**config.mk**
```make
export PLATFORM = sky130hd
export DESIGN_NAME = rio_port_cfg
export DESIGN_NICKNAME = d
export VERILOG_FILES = /design/src/rio_pkg.sv /design/src/rio_grp_drive.sv /design/src/rio_port_cfg.sv
export VERILOG_INCLUDE_DIRS = /design/src
export SDC_FILE = /design/constraint.sdc
export NUM_CORES = 1
export LEC_CHECK = 0
export BUFFER_PORTS_ARGS = -buffer_cell sky130_fd_sc_hd__buf_2
export CAP_MARGIN = 20
export CORE_UTILIZATION = 53
export CTS_BUF_LIST = sky130_fd_sc_hd__clkbuf_8
export DETAILED_ROUTE_END_ITERATION = 8
export GPL_TIMING_DRIVEN = 1
export PLACE_DENSITY = 0.82
export SYNTH_ARGS = -nofsm -noshare
export SYNTH_HDL_FRONTEND = slang
export SYNTH_SLANG_ARGS = --single-unit
```
**constraint.sdc**
```tcl
create_clock -name aclk -period 2.2 [get_ports aclk]
set_input_delay 0.22 -clock aclk [delete_from_list [all_inputs] [get_ports aclk]]
set_output_delay 0.22 -clock aclk [all_outputs]
set_load 0.005 [all_outputs]
```
**src/rio_consts.svh**
```systemverilog
// Constants for the remote I/O port configuration block.
`ifndef RIO_CONSTS_SVH
`define RIO_CONSTS_SVH

`define RIO_GRP_W          8
`define RIO_TRG_W          4
`define RIO_TRG_EXT_A      4'h6
`define RIO_TRG_EXT_B      4'h7
`define RIO_MAX_NODES      15
`define RIO_TOKEN_HOLD_CYC 16'h0040

`define RIO_OFF_CFG        32'h0000_0000
`define RIO_OFF_OUT_A      32'h0000_0004
`define RIO_OFF_OUT_B      32'h0000_0008
`define RIO_OFF_OUT_C      32'h0000_000c
`define RIO_OFF_STATUS     32'h0000_0010
`define RIO_OFF_IN_C       32'h0000_0014
`define RIO_OFF_TOKEN      32'h0000_0018

`define RIO_CFG_A_TYPE     0
`define RIO_CFG_B_TYPE     1
`define RIO_CFG_C_TYPE     2
`define RIO_CFG_TRG_LSB    4
`define RIO_CFG_VALID      8

`define RIO_RESP_OKAY      2'b00
`define RIO_RESP_SLVERR    2'b10

`endif

```
**src/rio_pkg.sv**
```systemverilog
// Types shared by the remote I/O port configuration block.
package rio_pkg;

    typedef struct packed {
        logic       cfg_valid;
        logic [3:0] trg_sel;
        logic       c_type;
        logic       b_type;
        logic       a_type;
    } rio_cfg_t;

    typedef struct packed {
        logic [7:0] out_val;
        logic [7:0] oe_n;
    } rio_pins_t;

    typedef enum logic [1:0] {
        RIO_TOK_IDLE,
        RIO_TOK_MASTER,
        RIO_TOK_PASS
    } rio_tok_t;

endpackage : rio_pkg

```
**src/rio_grp_drive.sv**
```systemverilog
// Drive stage for one 8-bit port group.
`timescale 1ns/1ps
`include "rio_consts.svh"
module rio_grp_drive #(
    parameter int W = `RIO_GRP_W
) (
    input  wire logic                aclk,     // Clock.
    input  wire logic                aresetn,  // Synchronous reset, active low.
    input  wire logic                is_out,   // Group acts as output.
    input  wire logic                od,       // Open-drain drive selected.
    input  wire logic [W-1:0]        data,     // Value to present.
    output rio_pkg::rio_pins_t       pins      // Registered pin drive.
);
    // Open-drain drives only lows; enable is low while driving.
    always_ff @(posedge aclk)
    begin
        if (!aresetn)
        begin
            pins.out_val <= 8'h00;
            pins.oe_n    <= 8'hff;
        end
        else
        begin
            pins.out_val <= is_out ? data : 8'h00;
            for (int i = 0; i < W; i++)
            begin
                pins.oe_n[i] <= !(is_out && (!od || !data[i]));
            end
        end
    end
endmodule : rio_grp_drive

```
**src/rio_port_cfg.sv**
```systemverilog
// Remote I/O port configuration and drive for three port groups.
//
// The AXI4-Lite register port and the address map were decided locally.
`timescale 1ns/1ps
`include "rio_consts.svh"
module rio_port_cfg (
    input  wire logic        aclk,               // Clock, 200 MHz.
    input  wire logic        aresetn,            // Synchronous reset, active low.
    input  wire logic [31:0] s_axi_awaddr,       // Write address.
    input  wire logic        s_axi_awvalid,      // Write address valid.
    output logic             s_axi_awready,      // Write address ready.
    input  wire logic [31:0] s_axi_wdata,        // Write data.
    input  wire logic [3:0]  s_axi_wstrb,        // Write strobes.
    input  wire logic        s_axi_wvalid,       // Write data valid.
    output logic             s_axi_wready,       // Write data ready.
    output logic [1:0]       s_axi_bresp,        // Write response.
    output logic             s_axi_bvalid,       // Write response valid.
    input  wire logic        s_axi_bready,       // Write response ready.
    input  wire logic [31:0] s_axi_araddr,       // Read address.
    input  wire logic        s_axi_arvalid,      // Read address valid.
    output logic             s_axi_arready,      // Read address ready.
    output logic [31:0]      s_axi_rdata,        // Read data.
    output logic [1:0]       s_axi_rresp,        // Read response.
    output logic             s_axi_rvalid,       // Read data valid.
    input  wire logic        s_axi_rready,       // Read data ready.
    input  wire logic        grp_c_dir_strap,    // Group C direction strap.
    input  wire logic        token_in,           // Token received pulse.
    input  wire logic        tx_done,            // Own transmission complete pulse.
    output logic             token_pass,         // Token passed to neighbour pulse.
    output logic             token_master,       // Node holds the network.
    output logic [7:0]       grp_a_lines_o,      // Group A output values.
    output logic [7:0]       grp_a_lines_oe_n,   // Group A enables, low drives.
    output logic [7:0]       grp_b_lines_o,      // Group B output values.
    output logic [7:0]       grp_b_lines_oe_n,   // Group B enables, low drives.
    input  wire logic        grp_c_line0_i,      // Group C bit 0 input.
    output logic             grp_c_line0_o,      // Group C bit 0 output.
    output logic             grp_c_line0_oe_n,   // Group C bit 0 enable, low drives.
    input  wire logic [6:0]  grp_c_upper_lines_i,  // Group C bits 1-7 input.
    output logic [6:0]       grp_c_upper_lines_o,  // Group C bits 1-7 output.
    output logic [6:0]       grp_c_upper_lines_oe_n, // Group C bits 1-7 enables.
    output logic             ext_trigger_in_1_n  // External trigger, active low.
);
    rio_pkg::rio_cfg_t  cfg_reg;
    logic [7:0]         out_a_reg;
    logic [7:0]         out_b_reg;
    logic [7:0]         out_c_reg;
    logic [7:0]         in_c_reg;
    logic               strap_reg;
    logic               strap_taken_reg;
    logic               trig_en_reg;
    logic               trig_reg;
    logic [31:0]        awaddr_reg;
    logic [31:0]        wdata_reg;
    logic [3:0]         wstrb_reg;
    logic               aw_have_reg;
    logic               w_have_reg;
    logic               bvalid_reg;
    logic               rvalid_reg;
    logic [31:0]        rdata_reg;
    logic [1:0]         rresp_reg;
    logic [1:0]         bresp_reg;
    rio_pkg::rio_tok_t  tok_reg;
    logic [15:0]        tok_cnt_reg;
    logic [3:0]         node_cnt_reg;
    logic               do_write;
    logic               c_is_out;
    logic               trig_sel_hit;
    logic               wr_ok;
    logic [7:0]         c_data;
    rio_pkg::rio_pins_t pins_a;
    rio_pkg::rio_pins_t pins_b;
    rio_pkg::rio_pins_t pins_c;

    // Write channel: address and data accepted in either order.
    assign s_axi_awready = !aw_have_reg && !bvalid_reg;
    assign s_axi_wready  = !w_have_reg && !bvalid_reg;
    assign s_axi_bvalid  = bvalid_reg;
    assign s_axi_bresp   = bresp_reg;
    assign do_write      = aw_have_reg && w_have_reg && !bvalid_reg;

    always_ff @(posedge aclk)
    begin
        if (!aresetn)
        begin
            aw_have_reg <= 1'b0;
            w_have_reg  <= 1'b0;
            awaddr_reg  <= 32'h0000_0000;
            wdata_reg   <= 32'h0000_0000;
            wstrb_reg   <= 4'h0;
        end
        else
        begin
            if (s_axi_awvalid && s_axi_awready)
            begin
                aw_have_reg <= 1'b1;
                awaddr_reg  <= s_axi_awaddr;
            end
            else if (do_write)
            begin
                aw_have_reg <= 1'b0;
            end
            if (s_axi_wvalid && s_axi_wready)
            begin
                w_have_reg <= 1'b1;
                wdata_reg  <= s_axi_wdata;
                wstrb_reg  <= s_axi_wstrb;
            end
            else if (do_write)
            begin
                w_have_reg <= 1'b0;
            end
        end
    end

    always_comb
    begin
        unique case ({awaddr_reg[31:2], 2'b00})
            `RIO_OFF_CFG,
            `RIO_OFF_OUT_A,
            `RIO_OFF_OUT_B,
            `RIO_OFF_OUT_C:  wr_ok = 1'b1;
            default:         wr_ok = 1'b0;
        endcase
    end

    always_ff @(posedge aclk)
    begin
        if (!aresetn)
        begin
            bvalid_reg <= 1'b0;
            bresp_reg  <= `RIO_RESP_OKAY;
        end
        else if (do_write)
        begin
            bvalid_reg <= 1'b1;
            bresp_reg  <= wr_ok ? `RIO_RESP_OKAY : `RIO_RESP_SLVERR;
        end
        else if (s_axi_bready)
        begin
            bvalid_reg <= 1'b0;
        end
    end

    // Drive types come from the host over the network; reset leaves open-drain.
    always_ff @(posedge aclk)
    begin
        if (!aresetn)
        begin
            cfg_reg <= '{cfg_valid: 1'b0, trg_sel: 4'h0, c_type: 1'b1,
                         b_type: 1'b1, a_type: 1'b1};
        end
        else if (do_write && wr_ok && wstrb_reg[0]
                 && {awaddr_reg[31:2], 2'b00} == `RIO_OFF_CFG)
        begin
            cfg_reg.a_type  <= wdata_reg[`RIO_CFG_A_TYPE];
            cfg_reg.b_type  <= wdata_reg[`RIO_CFG_B_TYPE];
            cfg_reg.c_type  <= wdata_reg[`RIO_CFG_C_TYPE];
            cfg_reg.trg_sel <= wdata_reg[`RIO_CFG_TRG_LSB +: `RIO_TRG_W];
            cfg_reg.cfg_valid <= 1'b1;
        end
        else if (do_write && wr_ok && wstrb_reg[1]
                 && {awaddr_reg[31:2], 2'b00} == `RIO_OFF_CFG)
        begin
            cfg_reg.cfg_valid <= wdata_reg[`RIO_CFG_VALID];
        end
    end

    always_ff @(posedge aclk)
    begin
        if (!aresetn)
        begin
            out_a_reg <= 8'h00;
            out_b_reg <= 8'h00;
            out_c_reg <= 8'h00;
        end
        else if (do_write && wstrb_reg[0])
        begin
            if ({awaddr_reg[31:2], 2'b00} == `RIO_OFF_OUT_A)
            begin
                out_a_reg <= wdata_reg[7:0];
            end
            if ({awaddr_reg[31:2], 2'b00} == `RIO_OFF_OUT_B)
            begin
                out_b_reg <= wdata_reg[7:0];
            end
            if ({awaddr_reg[31:2], 2'b00} == `RIO_OFF_OUT_C)
            begin
                out_c_reg <= wdata_reg[7:0];
            end
        end
    end

    // Strap is caught once on the first clock after reset release.
    always_ff @(posedge aclk)
    begin
        if (!aresetn)
        begin
            strap_reg       <= 1'b0;
            strap_taken_reg <= 1'b0;
        end
        else if (!strap_taken_reg)
        begin
            strap_reg       <= grp_c_dir_strap;
            strap_taken_reg <= 1'b1;
        end
    end

    // Until configuration is applied, every group stays an open-drain output.
    assign c_is_out     = !cfg_reg.cfg_valid || strap_reg;
    assign trig_sel_hit = (cfg_reg.trg_sel == `RIO_TRG_EXT_A)
                       || (cfg_reg.trg_sel == `RIO_TRG_EXT_B);
    assign c_data       = out_c_reg;

    // Groups A and B are outputs only; the strap sets only the direction of group C.
    rio_grp_drive #(.W(`RIO_GRP_W)) u_drv_a (
        .aclk    (aclk),
        .aresetn (aresetn),
        .is_out  (1'b1),
        .od      (cfg_reg.a_type || !cfg_reg.cfg_valid),
        .data    (out_a_reg),
        .pins    (pins_a)
    );

    rio_grp_drive #(.W(`RIO_GRP_W)) u_drv_b (
        .aclk    (aclk),
        .aresetn (aresetn),
        .is_out  (1'b1),
        .od      (cfg_reg.b_type || !cfg_reg.cfg_valid),
        .data    (out_b_reg),
        .pins    (pins_b)
    );

    // One drive stage covers all eight bits of group C alike.
    rio_grp_drive #(.W(`RIO_GRP_W)) u_drv_c (
        .aclk    (aclk),
        .aresetn (aresetn),
        .is_out  (c_is_out),
        .od      (cfg_reg.c_type || !cfg_reg.cfg_valid),
        .data    (c_data),
        .pins    (pins_c)
    );

    assign grp_a_lines_o          = pins_a.out_val;
    assign grp_a_lines_oe_n       = pins_a.oe_n;
    assign grp_b_lines_o          = pins_b.out_val;
    assign grp_b_lines_oe_n       = pins_b.oe_n;
    assign grp_c_line0_o          = pins_c.out_val[0];
    assign grp_c_line0_oe_n       = pins_c.oe_n[0];
    assign grp_c_upper_lines_o    = pins_c.out_val[7:1];
    assign grp_c_upper_lines_oe_n = pins_c.oe_n[7:1];

    // Input capture and the external trigger on group C bit 0.
    always_ff @(posedge aclk)
    begin
        if (!aresetn)
        begin
            in_c_reg    <= 8'h00;
            trig_en_reg <= 1'b0;
            trig_reg    <= 1'b1;
        end
        else
        begin
            in_c_reg    <= c_is_out ? 8'h00 : {grp_c_upper_lines_i, grp_c_line0_i};
            trig_en_reg <= !c_is_out && trig_sel_hit;
            trig_reg    <= trig_en_reg ? grp_c_line0_i : 1'b1;
        end
    end

    assign ext_trigger_in_1_n = trig_reg;

    // Token holding: master until sending ends or the fixed hold period runs out, then pass.
    always_ff @(posedge aclk)
    begin
        if (!aresetn)
        begin
            tok_reg     <= rio_pkg::RIO_TOK_IDLE;
            tok_cnt_reg <= 16'h0000;
        end
        else
        begin
            unique case (tok_reg)
                rio_pkg::RIO_TOK_IDLE:
                begin
                    if (token_in)
                    begin
                        tok_reg     <= rio_pkg::RIO_TOK_MASTER;
                        tok_cnt_reg <= `RIO_TOKEN_HOLD_CYC;
                    end
                end
                rio_pkg::RIO_TOK_MASTER:
                begin
                    if (tok_cnt_reg != 16'h0000)
                    begin
                        tok_cnt_reg <= tok_cnt_reg - 16'h0001;
                    end
                    if (tx_done || tok_cnt_reg == 16'h0000)
                    begin
                        tok_reg <= rio_pkg::RIO_TOK_PASS;
                    end
                end
                rio_pkg::RIO_TOK_PASS:
                begin
                    tok_reg <= rio_pkg::RIO_TOK_IDLE;
                end
            endcase
        end
    end

    assign token_master = (tok_reg == rio_pkg::RIO_TOK_MASTER);
    assign token_pass   = (tok_reg == rio_pkg::RIO_TOK_PASS);

    // Count of token passes, kept to the legal node range.
    always_ff @(posedge aclk)
    begin
        if (!aresetn)
        begin
            node_cnt_reg <= 4'h0;
        end
        else if (token_pass)
        begin
            node_cnt_reg <= (node_cnt_reg == 4'(`RIO_MAX_NODES - 1)) ? 4'h0
                          : node_cnt_reg + 4'h1;
        end
    end

    // Read channel: one cycle after the address is taken.
    assign s_axi_arready = !rvalid_reg;
    assign s_axi_rvalid  = rvalid_reg;
    assign s_axi_rdata   = rdata_reg;
    assign s_axi_rresp   = rresp_reg;

    always_ff @(posedge aclk)
    begin
        if (!aresetn)
        begin
            rvalid_reg <= 1'b0;
            rdata_reg  <= 32'h0000_0000;
            rresp_reg  <= `RIO_RESP_OKAY;
        end
        else if (s_axi_arvalid && s_axi_arready)
        begin
            rvalid_reg <= 1'b1;
            rresp_reg  <= `RIO_RESP_OKAY;
            unique case ({s_axi_araddr[31:2], 2'b00})
                `RIO_OFF_CFG:    rdata_reg <= {23'h0, cfg_reg.cfg_valid, cfg_reg.trg_sel,
                                               1'b0, cfg_reg.c_type, cfg_reg.b_type,
                                               cfg_reg.a_type};
                `RIO_OFF_OUT_A:  rdata_reg <= {24'h0, out_a_reg};
                `RIO_OFF_OUT_B:  rdata_reg <= {24'h0, out_b_reg};
                `RIO_OFF_OUT_C:  rdata_reg <= {24'h0, out_c_reg};
                `RIO_OFF_STATUS: rdata_reg <= {28'h0, token_master, !trig_reg,
                                               trig_en_reg, c_is_out};
                `RIO_OFF_IN_C:   rdata_reg <= {24'h0, in_c_reg};
                `RIO_OFF_TOKEN:  rdata_reg <= {28'h0, node_cnt_reg};
                default:
                begin
                    rdata_reg <= 32'h0000_0000;
                    rresp_reg <= `RIO_RESP_SLVERR;
                end
            endcase
        end
        else if (s_axi_rready)
        begin
            rvalid_reg <= 1'b0;
        end
    end
endmodule : rio_port_cfg

```
==> results_dict.tcl <==
set metrics [dict create \
    status "finished, final reports clean" \
    antenna_left 0 \
    setup_viol 0 \
    die_h_um 114.6 \
    ir_worst_vdd_uv 548.0 \
    mostFrequentLayoutCells "nand2_1, dfxtp_1, buf_2" \
    syn_avg_cell_area_um2 8.767 \
    critPathRequiredTime_ns 2.54 \
    fillCellCount 955 \
    first_global_vias 5639 \
    core_area_um2 12160 \
    cp-end-kind "flop" \
    synth_edf_count 0 \
    slowest_stage "nor4b_1" \
    finalCritPeriodShare_pct 94.11 \
    slowest_delay_ns 0.46 \
    synthDistinctLibCells 56 \
    synthFlopType "dfxtp_1" \
    antenna_found_initial 0 \
    min_path_type "in -> reg" \
    slew_violations 0 \
    tns_ns 0 \
    antenna_cells 0 \
    power.switching_mw 2.602 \
    finalNetCount 1083 \
    p_sw_share_pct 33.02 \
    cts_buffers 17 \
    grt-ovfl-total 0 \
    min_period_ns 2.070 \
    cts_sinks 170 \
    wirelength_mm 16.79 \
    drive_gt1_share_pct 23.64 \
    worst_setup_path_start_kind "flop" \
    async_reset_ff_share_pct 0 \
    layout_commonest_cell "nand2_1" \
    ys_seq_area_share_pct 50.68 \
    clk_path_buf_depth 2 \
    power_frac_seq_pct 44.9 \
    htree_levels 4 \
    post-route-cell-area_um2 8449 \
    tritoncts "built" \
    finalPower_mw 7.882 \
    numPortBuffers 155 \
    grt_max_degree 63 \
    insertion_delay_ns 0.46 \
    hold_violations 0 \
    avgViaCountPerCell 5.174 \
    ys_ff_latch 170 \
    place_area_um2 7543 \
    clockPowerShare_pct 27.6 \
    initial_utilization_pct 55.22 \
    placed_cells 1058 \
    drc_errors 0 \
    hpwl_mm 10.89 \
    rsz0062_at_grt "no" \
    cap_violations 0 \
    cts_root_buf "clkbuf_8" \
    cts_setup_buffers 0 \
    power.leakage_nw 3.620 \
    place_ws_ns 0.1382 \
    dieArea_um2 13120 \
    p_comb_share_pct 27.4 \
    critPathArrivalTime_ns 2.41 \
    powerDensity_nw_per_um2 932.9 \
    die_x_um 114.6 \
    vias 5904 \
    critPathMaxFanout 5 \
    critical_path_class "reg -> reg" \
    fmax_mhz 483.0 \
    fin_cells 1141 \
    p_int_mw 5.280 \
    first_pass_iters 7 \
    largest_reg_flops 30 \
    syn_inst 766 \
    rows 40 \
    r2r_slack_ns 0.13 \
    wl_per_cell_um 14.71 \
    grt_use_total_pct 26.71 \
    ys.warnings.count 0 \
    finClkSkew_ns 0.01526 \
    slew_headroom_pct 61.41 \
    setup_slack_ns 0.1295 \
    gp_congestion 0.8774 \
    boundaryPins 210 \
    clkTransAtPathRegs_ns 0.09 \
    cp_cell_sequence "inv_1, ha_1, nor4b_1, nand4b_1, a211oi_1, xnor2_1, nor2_1" \
    tightest_slew_ns 0.5736 \
    synthToLayoutAreaGrowth_pct 25.82 \
    grt_pass1_wl_mm 27.02 \
    dr.first_iter.drc_count 442 \
    netlist_area_um2 6715 \
]
## synth_stat cells, types with 3 or more instances
master | number | share of area [%]
nor2b_1 | 12 | 1.1
nand2_1 | 190 | 11
or2_2 | 3 | 0.28
nor3_1 | 6 | 0.45
nand2b_1 | 5 | 0.47
o21ai_2 | 4 | 0.52
nand4b_1 | 3 | 0.39
buf_4 | 25 | 2.8
xnor2_1 | 11 | 1.4
nand3b_1 | 3 | 0.34
nand3_1 | 13 | 0.97
inv_1 | 13 | 0.73
a21oi_1 | 56 | 4.2
ha_1 | 5 | 0.93
a31oi_1 | 8 | 0.75
mux2i_1 | 19 | 2.8
buf_2 | 7 | 0.52
dfxtp_1 | 170 | 51
nor2_1 | 33 | 1.8
nor4_2 | 3 | 0.56
mux4_2 | 5 | 1.7
o21ai_0 | 31 | 2.3
clkbuf_1 | 36 | 2.0
and2_1 | 27 | 2.5
and4_1 | 4 | 0.52
and3_1 | 9 | 0.84
a211oi_1 | 9 | 1.0
nand4_1 | 6 | 0.56
nand2_2 | 4 | 0.37
nor4_1 | 13 | 1.2
## per-layer routing
metal  up-vias  share of wire [%]  global-route usage, %
met1      2690                 43                  32.29
met3        37                6.3                  6.353
met2       240                 49                  45.21
li1       2937                  -                      -
met4         0                2.4                  11.86
met5         -                  0                      0
## worst max-delay path, delay by kind of cell (launching register included)
kind                       cells  cell delay, ns
and+or+nand+nor                3            0.79
DFF                            1            0.35
AOI/OAI and AO/OA              1            0.33
adders and majority gates      1            0.23
xor gates and xnor gates       1            0.16
buffers and inverters          1            0.10
## metrics by stage
stage	hold slack (ns)	utilization, %
global route	0.04866	69.48
detailed placement	0.4079	62.03
floorplan	0.2477	-
CTS	0.007709	69.47
global placement	0.3918	62.03
finish	0.06472	69.48
## worst paths after layout
path | start | endpoint | cells past startpoint
worst min-delay path | aresetn | strap_taken_reg | 1
worst min register to register | trig_en_reg | ext_trigger_in_1_n | 1
worst max-delay path | tok_cnt_reg[0] | tok_cnt_reg[12] | 7
worst max register to register | tok_cnt_reg[0] | tok_cnt_reg[12] | 7
## cell type report
| type | count | area, um2 | area share, % |
|---|---|---|---|
| multi-input combinational | 537 | 2982 | 35.29 |
| inverter | 13 | 48.80 | 0.5775 |
| sequential | 170 | 3403 | 40.28 |
| clock inverter | 13 | 132.6 | 1.570 |
| timing repair buffer | 221 | 1411 | 16.70 |
| tap | 168 | 210.2 | 2.488 |
| clock buffer | 19 | 261.5 | 3.095 |
## power by group through the flow
stage | clock [mW] | sequential, mW | combinational (mW)
after floorplan | 0 | 3.56 | 1.55
final | 2.18 | 3.54 | 2.16
after CTS | 2.20 | 3.54 | 2.13
after detailed placement | 0 | 3.61 | 2.01
after global placement | 0 | 3.59 | 1.97
after global routing | 2.35 | 3.57 | 2.38
## what timing repair did
item / in CTS / in global routing
hold endpoints to repair: 52 / 0
gates resized for setup: 0 / 1
hold buffers: 51 / 0
endpoints found under the setup margin: 0 / 15
## cells by family (layout without fill, tap and decap cells)
kind of cell    count (synthesis)  count (layout)  synth area share (%)
other cells                     1              25               0.05584
flops                         170             170                 50.68
xor+xnor                       12              12                 1.565
compound gates                126             126                 11.25
buf+inv                        83             266                 6.279
simple gates                  343             343                 24.39
mux                            26              26                 4.844
fa+ha+maj                       5               5                0.9316
(Power assumes the default switching activity.)
